[config.mk]
export PLATFORM = sky130hd
export DESIGN_NAME = pcg_power_save_clock_gating
export DESIGN_NICKNAME = d
export VERILOG_FILES = /design/src/pcg_pkg.sv /design/src/pcg_power_save_clock_gating.sv
export SDC_FILE = /design/constraint.sdc
export NUM_CORES = 1
export LEC_CHECK = 0
export ABC_CLOCK_PERIOD_IN_PS = 4050
export BUFFER_PORTS_ARGS = -buffer_cell sky130_fd_sc_hd__buf_2
export CAP_MARGIN = 20
export CORE_ASPECT_RATIO = 0.5
export CORE_MARGIN = 1.5
export CORE_UTILIZATION = 49
export DETAILED_ROUTE_END_ITERATION = 8
export GPL_TIMING_DRIVEN = 1
export PLACE_DENSITY = 0.85
export RECOVER_POWER = 100
export SLEW_MARGIN = 20
export SYNTH_ARGS = -nofsm -noshare
export SYNTH_HDL_FRONTEND = slang
export SYNTH_SLANG_ARGS = --single-unit
[constraint.sdc]
create_clock -name clock -period 4.05 [get_ports clock]
set_clock_uncertainty 0.05 [all_clocks]
set_input_delay 0.6075 -clock clock [delete_from_list [all_inputs] [get_ports clock]]
set_output_delay 0.6075 -clock clock [all_outputs]
set_load 0.01 [all_outputs]
[src/pcg_pkg.sv]
// package: register map, field layout and timing constants of the power-save clock manager
`default_nettype none
package pcg_pkg;
  // ***************************************
  // register map
  // ***************************************
  localparam logic [3:0]  PCG_CLOCK_DIVIDER_OFS = 4'h0;
  localparam logic [3:0]  PCG_GATE_ONE_OFS      = 4'h4;
  localparam logic [3:0]  PCG_STATUS_OFS        = 4'h8;
  // ***************************************
  // clock divider register fields
  // ***************************************
  localparam int          PCG_RESTORE_BIT       = 15;
  localparam int          PCG_RATIO_MSB         = 14;
  localparam int          PCG_RATIO_LSB         = 12;
  localparam int          PCG_SLOWDOWN_BIT      = 11;
  localparam logic [2:0]  PCG_RATIO_RESET       = 3'h0;
  // ***************************************
  // gate register fields
  // ***************************************
  localparam logic [15:0] PCG_GATE_RESET        = 16'h0000;
  localparam logic [15:0] PCG_GATE_WMASK        = 16'hfeff;
  localparam int          PCG_ADC_GATE_BIT      = 0;
  // ***************************************
  // status register fields
  // ***************************************
  localparam int          PCG_ST_DOZE_BIT       = 4;
  localparam int          PCG_ST_WAKE_IRQ_BIT   = 3;
  localparam int          PCG_ST_WAKE_WDT_BIT   = 2;
  // ***************************************
  // timing
  // ***************************************
  localparam int          PCG_CLOCK_MHZ         = 100;
  localparam int          PCG_INSTR_CYCLES      = 1;
  localparam int          PCG_WAKE_MIN_CYCLES   = 2;
  localparam int          PCG_WAKE_MAX_CYCLES   = 4;
  localparam logic [1:0]  PCG_WAKE_DELAY        = 2'h3;
  localparam logic [6:0]  PCG_DOZE_CNT_RESET    = 7'h00;
  // ***************************************
  // power-save modes and states
  // ***************************************
  typedef enum logic {
    PCG_MODE_SLEEP = 1'b0,
    PCG_MODE_IDLE  = 1'b1
  } pcg_mode_t;
  typedef enum logic [2:0] {
    PCG_ST_RUN   = 3'b000,
    PCG_ST_ENTER = 3'b001,
    PCG_ST_SLEEP = 3'b010,
    PCG_ST_IDLE  = 3'b011,
    PCG_ST_WAKE  = 3'b100
  } pcg_state_t;
endpackage
`default_nettype wire

[src/pcg_power_save_clock_gating.sv]
// module: sleep, idle, doze and per-peripheral clock gating with an Avalon-MM register slave
`default_nettype none
module pcg_power_save_clock_gating #(
  parameter logic [15:0] PRESENT_MASK = 16'hfeff
) (
  // clock and reset
  input  wire logic                clock,
  input  wire logic                nrst,
  // avalon-mm slave
  input  wire logic [3:0]          address,
  input  wire logic                read,
  input  wire logic                write,
  input  wire logic [31:0]         writedata,
  input  wire logic [3:0]          byteenable,
  output logic [31:0]              readdata,
  output logic                     waitrequest,
  // cpu side
  input  wire logic                power_save_instruction,
  input  wire pcg_pkg::pcg_mode_t  power_save_mode,
  input  wire logic                irq_pending,
  input  wire logic [2:0]          clock_source,
  output logic                     cpu_clk_en,
  output logic                     cpu_halted,
  output logic                     resume_to_isr,
  output logic [2:0]               resume_clock_source,
  // watchdog and oscillators
  input  wire logic                watchdog_timer_enable,
  input  wire logic                watchdog_timer_timeout,
  input  wire logic                clock_fail_monitor_enable,
  output logic                     watchdog_timer_clear,
  output logic                     system_osc_en,
  output logic                     low_power_rc_oscillator_en,
  output logic                     clock_fail_monitor_active,
  // peripherals
  output logic                     periph_clk_en,
  output logic [15:0]              module_clock_en,
  output logic [15:0]              module_regs_en,
  input  wire logic [15:0]         analog_pin_config_bits,
  output logic [15:0]              analog_input_pins
);
  import pcg_pkg::*;

  // ***************************************
  // registers
  // ***************************************
  pcg_state_t  state_reg;
  pcg_state_t  state_next;
  logic        restore_reg;
  logic [2:0]  ratio_reg;
  logic        slowdown_reg;
  logic [15:0] gate_reg;
  logic [15:0] gate_eff_reg;
  logic        held_irq_reg;
  logic        wake_irq_reg;
  logic        wake_wdt_reg;
  logic [1:0]  wake_cnt_reg;
  logic [6:0]  doze_cnt_reg;
  logic [2:0]  source_reg;
  logic        ack_reg;
  logic [31:0] rdata_reg;
  logic        clr_wdt_reg;
  logic        wr_div;
  logic        wr_gate;
  logic        wake_event;
  logic        doze_tick;
  logic [6:0]  doze_limit;

  // ***************************************
  // avalon-mm slave
  // ***************************************
  // fixed one wait state: request taken on the edge where ack_reg is high
  assign waitrequest = (read | write) & ~ack_reg;
  assign readdata    = rdata_reg;
  assign wr_div      = write & ack_reg & (address == PCG_CLOCK_DIVIDER_OFS) & byteenable[1];
  assign wr_gate     = write & ack_reg & (address == PCG_GATE_ONE_OFS);

  always_ff @(posedge clock or negedge nrst) begin
    if (!nrst) begin
      ack_reg <= 1'b0;
    end else begin
      ack_reg <= (read | write) & ~ack_reg;
    end
  end

  always_ff @(posedge clock or negedge nrst) begin
    if (!nrst) begin
      rdata_reg <= 32'h0000_0000;
    end else if (read & ~ack_reg) begin
      unique case (address)
        PCG_CLOCK_DIVIDER_OFS: rdata_reg <= {16'h0000, restore_reg, ratio_reg, slowdown_reg, 11'h000};
        PCG_GATE_ONE_OFS:      rdata_reg <= {16'h0000, gate_reg};
        PCG_STATUS_OFS:        rdata_reg <= {27'h0000000, slowdown_reg, wake_irq_reg, wake_wdt_reg,
                                             state_reg == PCG_ST_IDLE, state_reg == PCG_ST_SLEEP};
        default:               rdata_reg <= 32'h0000_0000;
      endcase
    end
  end

  // ***************************************
  // doze control
  // ***************************************
  always_ff @(posedge clock or negedge nrst) begin
    if (!nrst) begin
      restore_reg <= 1'b0;
      ratio_reg   <= PCG_RATIO_RESET;
    end else if (wr_div) begin
      restore_reg <= writedata[PCG_RESTORE_BIT];
      ratio_reg   <= writedata[PCG_RATIO_MSB:PCG_RATIO_LSB];
    end
  end

  // hardware clear wins over a software set in the same cycle, so an
  // interrupt is never left running at the slow rate while restore_reg is set
  always_ff @(posedge clock or negedge nrst) begin
    if (!nrst) begin
      slowdown_reg <= 1'b0;
    end else if (restore_reg & irq_pending) begin
      slowdown_reg <= 1'b0;
    end else if (wr_div) begin
      slowdown_reg <= writedata[PCG_SLOWDOWN_BIT];
    end
  end

  assign doze_limit = 7'((8'h01 << ratio_reg) - 8'h01);
  assign doze_tick  = (doze_cnt_reg == doze_limit);

  always_ff @(posedge clock or negedge nrst) begin
    if (!nrst) begin
      doze_cnt_reg <= PCG_DOZE_CNT_RESET;
    end else if (doze_tick | ~slowdown_reg) begin
      doze_cnt_reg <= PCG_DOZE_CNT_RESET;
    end else begin
      doze_cnt_reg <= doze_cnt_reg + 7'h01;
    end
  end

  // ***************************************
  // power-save state machine
  // ***************************************
  assign wake_event = irq_pending | held_irq_reg | watchdog_timer_timeout;

  always_comb begin
    state_next = state_reg;
    unique case (state_reg)
      PCG_ST_RUN: begin
        if (power_save_instruction) begin
          state_next = PCG_ST_ENTER;
        end
      end
      PCG_ST_ENTER: begin
        state_next = (power_save_mode == PCG_MODE_SLEEP) ? PCG_ST_SLEEP : PCG_ST_IDLE;
      end
      PCG_ST_SLEEP: begin
        if (wake_event) begin
          state_next = PCG_ST_WAKE;
        end
      end
      PCG_ST_IDLE: begin
        if (wake_event) begin
          state_next = PCG_ST_WAKE;
        end
      end
      PCG_ST_WAKE: begin
        if (wake_cnt_reg == PCG_WAKE_DELAY - 2'h1) begin
          state_next = PCG_ST_RUN;
        end
      end
      default: state_next = PCG_ST_RUN;
    endcase
  end

  always_ff @(posedge clock or negedge nrst) begin
    if (!nrst) begin
      state_reg <= PCG_ST_RUN;
    end else begin
      state_reg <= state_next;
    end
  end

  // an interrupt seen during entry is kept until the mode is reached
  always_ff @(posedge clock or negedge nrst) begin
    if (!nrst) begin
      held_irq_reg <= 1'b0;
    end else if (state_reg == PCG_ST_ENTER) begin
      held_irq_reg <= irq_pending;
    end else if (state_reg != PCG_ST_SLEEP && state_reg != PCG_ST_IDLE) begin
      held_irq_reg <= 1'b0;
    end
  end

  always_ff @(posedge clock or negedge nrst) begin
    if (!nrst) begin
      wake_cnt_reg <= 2'h0;
    end else if (state_reg == PCG_ST_WAKE) begin
      wake_cnt_reg <= wake_cnt_reg + 2'h1;
    end else begin
      wake_cnt_reg <= 2'h0;
    end
  end

  always_ff @(posedge clock or negedge nrst) begin
    if (!nrst) begin
      wake_irq_reg <= 1'b0;
      wake_wdt_reg <= 1'b0;
    end else if (state_next == PCG_ST_WAKE && state_reg != PCG_ST_WAKE) begin
      wake_irq_reg <= irq_pending | held_irq_reg;
      wake_wdt_reg <= watchdog_timer_timeout;
    end
  end

  // source captured at entry and driven back out until the next entry
  always_ff @(posedge clock or negedge nrst) begin
    if (!nrst) begin
      source_reg <= 3'h0;
    end else if (state_reg == PCG_ST_RUN && power_save_instruction) begin
      source_reg <= clock_source;
    end
  end

  always_ff @(posedge clock or negedge nrst) begin
    if (!nrst) begin
      clr_wdt_reg <= 1'b0;
    end else begin
      clr_wdt_reg <= (state_reg == PCG_ST_RUN) & power_save_instruction & watchdog_timer_enable;
    end
  end

  // ***************************************
  // clock and oscillator outputs
  // ***************************************
  assign cpu_halted   = (state_reg != PCG_ST_RUN);
  assign cpu_clk_en   = ~cpu_halted & (~slowdown_reg | doze_tick);
  assign resume_to_isr        = wake_irq_reg;
  assign resume_clock_source  = source_reg;
  assign watchdog_timer_clear = clr_wdt_reg;
  assign system_osc_en        = (state_reg != PCG_ST_SLEEP);
  assign periph_clk_en        = (state_reg != PCG_ST_SLEEP);
  assign clock_fail_monitor_active = clock_fail_monitor_enable & (state_reg != PCG_ST_SLEEP);
  assign low_power_rc_oscillator_en = watchdog_timer_enable | clock_fail_monitor_active;

  // ***************************************
  // module gating
  // ***************************************
  always_ff @(posedge clock or negedge nrst) begin
    if (!nrst) begin
      gate_reg <= PCG_GATE_RESET;
    end else if (wr_gate) begin
      if (byteenable[0]) begin
        gate_reg[7:0] <= writedata[7:0] & PCG_GATE_WMASK[7:0];
      end
      if (byteenable[1]) begin
        gate_reg[15:8] <= writedata[15:8] & PCG_GATE_WMASK[15:8];
      end
    end
  end

  // one instruction cycle equals one clock here, hence a single stage
  always_ff @(posedge clock or negedge nrst) begin
    if (!nrst) begin
      gate_eff_reg <= PCG_GATE_RESET;
    end else begin
      gate_eff_reg <= gate_reg;
    end
  end

  genvar gi;
  generate
    for (gi = 0; gi < 16; gi++) begin : g_mod
      assign module_clock_en[gi] = PRESENT_MASK[gi] & ~gate_eff_reg[gi] & periph_clk_en;
      assign module_regs_en[gi]  = PRESENT_MASK[gi] & ~gate_eff_reg[gi];
      // zero means analog; a gated adc forces every shared pin digital
      assign analog_input_pins[gi] = ~analog_pin_config_bits[gi] &
                                     ~gate_eff_reg[PCG_ADC_GATE_BIT];
    end
  endgenerate

  // ***************************************
  // assertions
  // ***************************************
  sleep_clocks_off_a: assert property (@(posedge clock) disable iff (!nrst)
    state_reg == PCG_ST_SLEEP |-> !system_osc_en && !periph_clk_en && !cpu_clk_en)
    else $error("clocks running in sleep");
  idle_cpu_halt_a: assert property (@(posedge clock) disable iff (!nrst)
    state_reg == PCG_ST_IDLE |-> !cpu_clk_en && periph_clk_en && system_osc_en)
    else $error("idle clocks wrong");
  monitor_sleep_a: assert property (@(posedge clock) disable iff (!nrst)
    state_reg == PCG_ST_SLEEP |-> !clock_fail_monitor_active)
    else $error("monitor active in sleep");
  rc_osc_wdt_a: assert property (@(posedge clock) disable iff (!nrst)
    watchdog_timer_enable |-> low_power_rc_oscillator_en)
    else $error("rc oscillator off with watchdog");
  wdt_clear_a: assert property (@(posedge clock) disable iff (!nrst)
    state_reg == PCG_ST_RUN && power_save_instruction && watchdog_timer_enable
      |=> watchdog_timer_clear && state_reg == PCG_ST_ENTER)
    else $error("watchdog not cleared at entry");
  wake_delay_a: assert property (@(posedge clock) disable iff (!nrst)
    state_reg == PCG_ST_IDLE && wake_event |-> ##[2:4] cpu_clk_en || slowdown_reg)
    else $error("idle wake delay out of range");
  held_irq_wake_a: assert property (@(posedge clock) disable iff (!nrst)
    state_reg == PCG_ST_ENTER && irq_pending |=> ##1 state_reg == PCG_ST_WAKE)
    else $error("held interrupt lost");
  source_keep_a: assert property (@(posedge clock) disable iff (!nrst)
    state_reg == PCG_ST_RUN && power_save_instruction |=>
      resume_clock_source == $past(clock_source))
    else $error("clock source not kept");
  restore_clear_a: assert property (@(posedge clock) disable iff (!nrst)
    restore_reg && irq_pending |=> !slowdown_reg)
    else $error("slowdown not cleared by interrupt");
  doze_rate_a: assert property (@(posedge clock) disable iff (!nrst)
    slowdown_reg && ratio_reg == 3'h1 && !cpu_halted && cpu_clk_en && $stable(ratio_reg)
      |=> !cpu_clk_en || !slowdown_reg || cpu_halted)
    else $error("doze ratio not honoured");
  gate_delay_a: assert property (@(posedge clock) disable iff (!nrst)
    wr_gate && byteenable[0] && writedata[PCG_ADC_GATE_BIT] |=> ##1 !module_regs_en[PCG_ADC_GATE_BIT])
    else $error("gate not applied after one cycle");
  adc_digital_a: assert property (@(posedge clock) disable iff (!nrst)
    gate_eff_reg[PCG_ADC_GATE_BIT] |-> analog_input_pins == 16'h0000)
    else $error("analog pins active with adc gated");
  monitor_idle_a: assert property (@(posedge clock) disable iff (!nrst)
    state_reg == PCG_ST_IDLE && (watchdog_timer_enable || clock_fail_monitor_enable)
      |-> low_power_rc_oscillator_en)
    else $error("rc oscillator off in idle");
  sleep_periph_a: assert property (@(posedge clock) disable iff (!nrst)
    state_reg == PCG_ST_SLEEP |-> module_clock_en == 16'h0000)
    else $error("module clocked in sleep");
  entry_halt_a: assert property (@(posedge clock) disable iff (!nrst)
    state_reg == PCG_ST_RUN && power_save_instruction |=> cpu_halted && !cpu_clk_en)
    else $error("cpu not halted at entry");
  mode_wake_a: assert property (@(posedge clock) disable iff (!nrst)
    (state_reg == PCG_ST_SLEEP || state_reg == PCG_ST_IDLE) && wake_event |=> state_reg == PCG_ST_WAKE)
    else $error("wake event ignored");
  restore_off_a: assert property (@(posedge clock) disable iff (!nrst)
    !restore_reg && slowdown_reg && !wr_div |=> slowdown_reg)
    else $error("doze left without restore bit");
  gate_bit8_a: assert property (@(posedge clock) disable iff (!nrst)
    !gate_reg[8])
    else $error("unimplemented gate bit set");
  sleep_cov_c: cover property (@(posedge clock) disable iff (!nrst)
    state_reg == PCG_ST_SLEEP ##1 state_reg == PCG_ST_WAKE);
  idle_cov_c: cover property (@(posedge clock) disable iff (!nrst)
    state_reg == PCG_ST_IDLE ##1 state_reg == PCG_ST_WAKE);
  doze_cov_c: cover property (@(posedge clock) disable iff (!nrst)
    slowdown_reg && restore_reg && irq_pending);
  gate_cov_c: cover property (@(posedge clock) disable iff (!nrst)
    gate_eff_reg[PCG_ADC_GATE_BIT] && !module_clock_en[PCG_ADC_GATE_BIT]);
  coincident_cov_c: cover property (@(posedge clock) disable iff (!nrst)
    state_reg == PCG_ST_ENTER && irq_pending);
endmodule
`default_nettype wire

==> run_summary.xml, run 1 <==
<?xml version="1.0" encoding="UTF-8"?>
<metrics>
  <group name="timing">
    <metric name="rsz_0062_raised_after_global_routing" unit="">false</metric>
    <metric name="tns" unit="ns">0</metric>
    <metric name="period_share" unit="">0.7618</metric>
    <metric name="relSlewSlack" unit="">-0.1976</metric>
    <metric name="setup_viol" unit="">0</metric>
    <metric name="worst_pin_slew" unit="ns">1.796</metric>
    <metric name="hold_violations" unit="">0</metric>
    <metric name="crit_path_time_final" unit="ns">3.085</metric>
    <metric name="clock.fmax" unit="MHz">324.1</metric>
    <metric name="report.final.slew_viol_count" unit="">36</metric>
  </group>
  <group name="cells_and_area">
    <metric name="num_antenna_cells" unit="">0</metric>
    <metric name="regArea" unit="sq mm">0.001752</metric>
    <metric name="most_frequent_standard_cell_in_the_layout_excluding_fill_and_tap_cells" unit="">clkbuf_1</metric>
    <metric name="final_layout_size_suffix_gt1_frac" unit="">0.2092</metric>
    <metric name="syn2layout_area_growth" unit="%">25.83</metric>
    <metric name="final.fill_count" unit="">526</metric>
    <metric name="nNetsFinal" unit="">501</metric>
    <metric name="multi_input_comb_area" unit="sq mm">0.001216</metric>
    <metric name="commonest_non_fill_non_tap_cells_in_the_layout" unit="">clkbuf_1, dfrtp_1, buf_2</metric>
    <metric name="final_core_utilization" unit="">0.6508</metric>
  </group>
  <group name="synth">
    <metric name="post_synth_edffs" unit="">0</metric>
    <metric name="syn_area" unit="sq mm">0.003197</metric>
    <metric name="syn-mean-instance-area" unit="sq um">10.35</metric>
    <metric name="yosys_most_used_dff" unit="">dfrtp_1</metric>
    <metric name="yosysWarnings" unit="">0</metric>
    <metric name="postSynthRegisterBits" unit="">70</metric>
    <metric name="synth_top_cell_area_share" unit="">0.5479</metric>
    <metric name="synthDistinctLibCells" unit="">42</metric>
    <metric name="synth_top_cell_by_area" unit="">dfrtp_1</metric>
    <metric name="synth_area_leaders" unit="">dfrtp_1, mux2_2, nor2_1</metric>
    <metric name="synth_cells" unit="">309</metric>
    <metric name="ys_async_sr_fraction" unit="">1.000</metric>
    <metric name="seq_area_frac_synth" unit="">0.5479</metric>
  </group>
  <group name="global_routing">
    <metric name="groute.usage.overall" unit="">0.2015</metric>
    <metric name="antenna_found_initial" unit="">0</metric>
    <metric name="global_route_wire_length_before_repair" unit="mm">10.47</metric>
    <metric name="grt_start_max_net_pins" unit="">36</metric>
    <metric name="grt_pass1_vias" unit="">2213</metric>
    <metric name="grt_remaining_overflow" unit="">0</metric>
  </group>
  <group name="clock_network">
    <metric name="cts_buffers" unit="">9</metric>
    <metric name="worst_skew_late_latency" unit="ns">0.32</metric>
    <metric name="post-cts-setup-buffers" unit="">0</metric>
    <metric name="cts.htree.levels" unit="">3</metric>
    <metric name="cts_tree" unit="">built</metric>
    <metric name="path_clk_slew" unit="ns">0.05</metric>
    <metric name="cts-resized-gates" unit="">0</metric>
    <metric name="clk_path_buf_depth" unit="">2</metric>
    <metric name="cts_sinks" unit="">70</metric>
    <metric name="cts.root.buffer_cell" unit="">clkbuf_16</metric>
    <metric name="postCtsHoldBufs" unit="">0</metric>
  </group>
  <group name="critical_path">
    <metric name="worstSetupStartpointType" unit="">primary input</metric>
    <metric name="critical_path_class" unit="">primary input to register</metric>
    <metric name="worstReg2RegEnd" unit="">readdata[0]</metric>
    <metric name="dominant_delay_contributor_by_cell_family_on_the_critical_path" unit="">simple AND/OR/NAND/NOR gates</metric>
    <metric name="timing.critical_path.cells" unit="">clkbuf_1, nor2b_1, nor3b_1, and4_1, mux2_2</metric>
    <metric name="rr_worst_depth" unit="">5</metric>
    <metric name="timing.critical_path.arrival" unit="ns">3.24</metric>
    <metric name="crit_fanout" unit="">11</metric>
    <metric name="critical_path.slowest_cell" unit="">nor3b_1</metric>
    <metric name="regToRegSetupSlack" unit="ns">1.80</metric>
    <metric name="critPathCaptureType" unit="">register</metric>
    <metric name="critical_path.max_stage_delay" unit="ns">0.91</metric>
    <metric name="regToRegStartpoint" unit="">state_reg[1]</metric>
    <metric name="cp_num_buf_inv" unit="">1</metric>
    <metric name="worst-endpoint-required" unit="ns">4.21</metric>
  </group>
  <group name="outcome">
    <metric name="violations_in_the_final_reports" unit="">max-capacitance violations, max-slew violations</metric>
    <metric name="run_status" unit="">finished with violations</metric>
  </group>
  <group name="route">
    <metric name="num_vias" unit="">2504</metric>
    <metric name="drt_pre_antenna_iters" unit="">4</metric>
    <metric name="detail_route.iter0.violations" unit="">123</metric>
    <metric name="antenna_left" unit="">0</metric>
    <metric name="vias_per_cell" unit="">4.788</metric>
    <metric name="finalWirelength" unit="mm">6.787</metric>
    <metric name="route.detailed.drc" unit="">0</metric>
    <metric name="drt-wirelength-per-cell" unit="um">12.98</metric>
  </group>
  <group name="flow_run">
    <metric name="maxCapViolations" unit="">1</metric>
  </group>
  <group name="min_path">
    <metric name="timing.hold.worst.start" unit="">gate_reg[15]</metric>
    <metric name="worstHoldEndpoint" unit="">gate_eff_reg[15]</metric>
    <metric name="timing.hold.worst_path_depth" unit="">0</metric>
    <metric name="min-delay-path-class" unit="">register to register</metric>
  </group>
  <group name="die">
    <metric name="dieArea" unit="sq mm">0.007047</metric>
    <metric name="fp-row-count" unit="">20</metric>
    <metric name="die_width" unit="um">117.2</metric>
    <metric name="top_level_ports" unit="">161</metric>
    <metric name="die_h" unit="um">60.12</metric>
    <metric name="start_util" unit="">0.5172</metric>
    <metric name="coreArea" unit="sq mm">0.006181</metric>
  </group>
  <group name="pwr">
    <metric name="post-layout-total-power" unit="mW">2.271</metric>
    <metric name="cellLeakagePower" unit="nW">1.904</metric>
    <metric name="irDropWorstVdd" unit="uV">326.6</metric>
    <metric name="powerDensity" unit="mW/mm^2">564.6</metric>
  </group>
  <group name="placement">
    <metric name="place.gp.congestion" unit="">0.8589</metric>
    <metric name="hpwl" unit="mm">4.991</metric>
    <metric name="port-buffer-count" unit="">122</metric>
  </group>
</metrics>
## how the worst max path moves through the flow
stage,cells past startpoint,slack (ns),startpoint,to
3_3_place_gp,5,1.25,address[2],gate_reg[3]
6_report,5,0.96,address[2],gate_reg[5]
2_1_floorplan,6,1.63,ratio_reg[0],cpu_clk_en
5_1_grt,5,0.71,address[2],gate_reg[5]
4_1_cts,6,1.06,ratio_reg[0],cpu_clk_en
3_5_place_dp,5,1.25,address[2],gate_reg[5]
## power breakdown
part	internal (mW)	switching [mW]
combinational	0.203	0.310
clock	0.588	0.269
sequential	0.803	0.0979
## synth_stat cells, types with 2 or more instances
cell type,instances
nand2_1,31
inv_1,21
buf_4,20
and2_1,2
or4_1,2
mux2i_1,8
xnor2_1,3
ha_1,2
clkbuf_1,7
dfrtp_1,70
a21oi_1,4
a31oi_1,2
xor2_1,3
nand3_1,3
a22oi_1,3
nor2b_1,5
nand4_1,2
o21ai_0,19
mux2_2,22
buf_2,5
nand2b_1,2
nor2_1,48
and4_1,3
and3_1,2
nor3_1,3
## kinds of logic (layout without fill, tap and decap cells)
logic type / count (synthesis) / in the layout / synth area share
muxes: 30 / 30 / 0.1025
adders and majority gates: 2 / 2 / 0.007827
AOI/OAI and AO/OA: 37 / 37 / 0.07789
xor gates and xnor gates: 6 / 6 / 0.01644
buffers and inverters: 54 / 162 / 0.09119
other: 1 / 19 / 0.001173
DFF: 70 / 70 / 0.5479
and+or+nand+nor: 109 / 109 / 0.1550
## through the flow
| step | hold slack (ns) | area [sq um] | setup slack [ns] | cells |
|---|---|---|---|---|
| 6_report | 0.3462 | 4023 | 0.9647 | 523 |
| 5_1_grt | 0.3644 | 4023 | 0.7115 | 523 |
| 4_1_cts | 0.3296 | 4130 | 1.062 | 523 |
| 3_5_place_dp | 0.3348 | 3795 | 1.251 | 507 |
| 3_3_place_gp | 0.3337 | 3795 | 1.254 | 507 |
| 2_1_floorplan | 0.2619 | 3264 | 1.628 | 327 |
## cell type report
type	instances	area share
multi-input combinational	203	0.3023
inverter	21	0.01960
tap	88	0.02737
clock inverter	3	0.01617
timing repair buffer	125	0.1319
sequential	70	0.4355
clock buffer	13	0.06718
## layer usage
metal  global-route usage  up-vias  routed length [um]
li1                     -     1232                   -
met4              0.08262        0                  93
met3              0.05882       10                 332
met1               0.2422     1185                2964
met5                    0        -                   0
met2               0.3463       77                3396
Power figures use the tool's default switching activity.
==> inputs of run 2 (changes only) <==
--- a/config.mk
+++ b/config.mk
@@ -5,15 +5,15 @@
 export SDC_FILE = /design/constraint.sdc
 export NUM_CORES = 1
 export LEC_CHECK = 0
-export ABC_CLOCK_PERIOD_IN_PS = 4050
+export ABC_CLOCK_PERIOD_IN_PS = 3000
 export BUFFER_PORTS_ARGS = -buffer_cell sky130_fd_sc_hd__buf_2
 export CAP_MARGIN = 20
 export CORE_ASPECT_RATIO = 0.5
 export CORE_MARGIN = 1.5
-export CORE_UTILIZATION = 49
+export CORE_UTILIZATION = 46
 export DETAILED_ROUTE_END_ITERATION = 8
 export GPL_TIMING_DRIVEN = 1
-export PLACE_DENSITY = 0.85
+export PLACE_DENSITY = 0.81
 export RECOVER_POWER = 100
 export SLEW_MARGIN = 20
 export SYNTH_ARGS = -nofsm -noshare
==> constraint.sdc (replaced) <==
create_clock -name clock -period 3 [get_ports clock]
set_clock_uncertainty 0.05 [all_clocks]
set_input_delay 0.45 -clock clock [delete_from_list [all_inputs] [get_ports clock]]
set_output_delay 0.45 -clock clock [all_outputs]
set_load 0.01 [all_outputs]
==> run_summary.xml, run 2 (synthesis results as in run 1) <==
<?xml version="1.0" encoding="UTF-8"?>
<metrics>
  <group name="outcome">
    <metric name="run_status" unit="">finished with violations</metric>
    <metric name="violations_in_the_final_reports" unit="">max-capacitance violations, max-slew violations</metric>
  </group>
  <group name="cells_and_area">
    <metric name="most_frequent_standard_cell_in_the_layout_excluding_fill_and_tap_cells" unit="">clkbuf_1</metric>
    <metric name="final.fill_count" unit="">585</metric>
    <metric name="nNetsFinal" unit="">504</metric>
    <metric name="regArea" unit="sq mm">0.001752</metric>
    <metric name="final_layout_size_suffix_gt1_frac" unit="">0.2146</metric>
    <metric name="num_antenna_cells" unit="">0</metric>
    <metric name="final_core_utilization" unit="">0.6054</metric>
    <metric name="multi_input_comb_area" unit="sq mm">0.001211</metric>
    <metric name="commonest_non_fill_non_tap_cells_in_the_layout" unit="">clkbuf_1, dfrtp_1, buf_2</metric>
    <metric name="syn2layout_area_growth" unit="%">26.89</metric>
  </group>
  <group name="critical_path">
    <metric name="critical_path_class" unit="">register to output port</metric>
    <metric name="crit_fanout" unit="">9</metric>
    <metric name="regToRegStartpoint" unit="">ratio_reg[0]</metric>
    <metric name="worst-endpoint-required" unit="ns">2.50</metric>
    <metric name="regToRegSetupSlack" unit="ns">0.92</metric>
    <metric name="critPathCaptureType" unit="">output port</metric>
    <metric name="crit_path_start" unit="">ratio_reg[0]</metric>
    <metric name="worstSetupStartpointType" unit="">register</metric>
    <metric name="timing.critical_path.arrival" unit="ns">2.15</metric>
  </group>
  <group name="timing">
    <metric name="report.final.slew_viol_count" unit="">67</metric>
    <metric name="setup_viol" unit="">0</metric>
    <metric name="hold_violations" unit="">0</metric>
    <metric name="tns" unit="ns">0</metric>
    <metric name="worst_pin_slew" unit="ns">1.537</metric>
    <metric name="rsz_0062_raised_after_global_routing" unit="">false</metric>
    <metric name="period_share" unit="">0.8831</metric>
    <metric name="relSlewSlack" unit="">-0.02460</metric>
    <metric name="crit_path_time_final" unit="ns">2.649</metric>
    <metric name="clock.fmax" unit="MHz">377.5</metric>
  </group>
  <group name="flow_run">
    <metric name="maxCapViolations" unit="">1</metric>
  </group>
  <group name="die">
    <metric name="dieArea" unit="sq mm">0.007489</metric>
    <metric name="top_level_ports" unit="">161</metric>
    <metric name="start_util" unit="">0.4771</metric>
    <metric name="die_width" unit="um">120.9</metric>
    <metric name="coreArea" unit="sq mm">0.006700</metric>
    <metric name="fp-row-count" unit="">21</metric>
    <metric name="die_h" unit="um">61.95</metric>
  </group>
  <group name="route">
    <metric name="detail_route.iter0.violations" unit="">115</metric>
    <metric name="finalWirelength" unit="mm">7.038</metric>
    <metric name="drt-wirelength-per-cell" unit="um">13.28</metric>
    <metric name="antenna_left" unit="">0</metric>
    <metric name="num_vias" unit="">2511</metric>
    <metric name="vias_per_cell" unit="">4.738</metric>
    <metric name="route.detailed.drc" unit="">0</metric>
    <metric name="drt_pre_antenna_iters" unit="">5</metric>
  </group>
  <group name="pwr">
    <metric name="powerDensity" unit="mW/mm^2">773.2</metric>
    <metric name="cellLeakagePower" unit="nW">1.924</metric>
    <metric name="irDropWorstVdd" unit="uV">427.0</metric>
  </group>
  <group name="global_routing">
    <metric name="global_route_wire_length_before_repair" unit="mm">10.68</metric>
    <metric name="grt_remaining_overflow" unit="">0</metric>
    <metric name="groute.usage.overall" unit="">0.1937</metric>
    <metric name="grt_pass1_vias" unit="">2316</metric>
    <metric name="grt_start_max_net_pins" unit="">67</metric>
    <metric name="antenna_found_initial" unit="">0</metric>
  </group>
  <group name="clock_network">
    <metric name="cts_sinks" unit="">70</metric>
    <metric name="clk_path_buf_depth" unit="">2</metric>
    <metric name="cts.htree.levels" unit="">3</metric>
    <metric name="worst_skew_late_latency" unit="ns">0.32</metric>
    <metric name="cts_buffers" unit="">9</metric>
    <metric name="path_clk_slew" unit="ns">0.05</metric>
    <metric name="cts.root.buffer_cell" unit="">clkbuf_16</metric>
    <metric name="cts_tree" unit="">built</metric>
    <metric name="cts-resized-gates" unit="">0</metric>
  </group>
  <group name="placement">
    <metric name="port-buffer-count" unit="">122</metric>
    <metric name="place.gp.congestion" unit="">0.7801</metric>
    <metric name="hpwl" unit="mm">4.945</metric>
  </group>
  <group name="min_path">
    <metric name="timing.hold.worst.start" unit="">irq_pending</metric>
    <metric name="min-delay-path-class" unit="">primary input to register</metric>
  </group>
</metrics>
run 2: cell types whose count changed in the layout (fill, tap and decap cells not counted), sizes merged:
cell | before | now
bufinv | 2 | 3
clkinv | 1 | 3
clkbuf | 89 | 87
dlygate4sd3 | 0 | 1
buf | 49 | 50
run 2: final timing paths:
kind / end / depth (start not counted)
setup / recovery: cpu_clk_en / 6
max in group asynchronous: resume_clock_source[1] / 3
hold / removal: slowdown_reg / 2
hold reg to reg: gate_eff_reg[15] / 0
setup reg to reg: doze_cnt_reg[3] / 6
min in group asynchronous: doze_cnt_reg[0] / 2
run 2: cell type report:
cell class | count | share of cell area
clock inverter | 6 | 0.02684
tap | 92 | 0.02838
timing repair buffer | 128 | 0.1360
multi-input combinational | 203 | 0.2986
inverter | 21 | 0.01943
clock buffer | 10 | 0.05891
sequential | 70 | 0.4318
run 2: power breakdown:
part,internal [mW],switching [mW]
clock network,0.832,0.378
logic,0.277,0.431
registers,1.08,0.136
run 2: worst max-delay path, cell delays in order (launching register included):
cell     delay (ns)
dfrtp_1        0.47
or4_1          0.49
o31ai_1        0.21
a31oi_1        0.10
o31ai_4        0.25
and2_0         0.16
buf_2          0.13
run 2: what timing repair did:
action | 4_1_cts | 5_1_grt
hold buffers | 1 | 0
endpoints found under the hold margin | 4 | 0
setup buffers | 0 | 0
run 2: metal layers:
layer / up-vias / GRT usage / wire length (um)
met5: - / 0 / 0
met4: 0 / 0.1008 / 156
met3: 15 / 0.06387 / 389
met2: 91 / 0.3718 / 3599
met1: 1169 / 0.1991 / 2893
li1: 1236 / - / -
run 2: per-stage QoR:
stage | hold WS (ns) | setup WS [ns] | power [mW] | area [sq um] | std cells
after floorplan | 0.1044 | 0.7358 | 1.677 | 3264 | 327
after detailed placement | 0.2369 | 0.7164 | 1.995 | 3827 | 513
after global routing | 0.2899 | 0.2023 | 3.343 | 4056 | 530
final | 0.3031 | 0.3508 | 3.136 | 4056 | 530
after CTS | 0.2880 | 0.3495 | 3.225 | 4185 | 530
after global placement | 0.2381 | 0.7264 | 1.971 | 3827 | 513
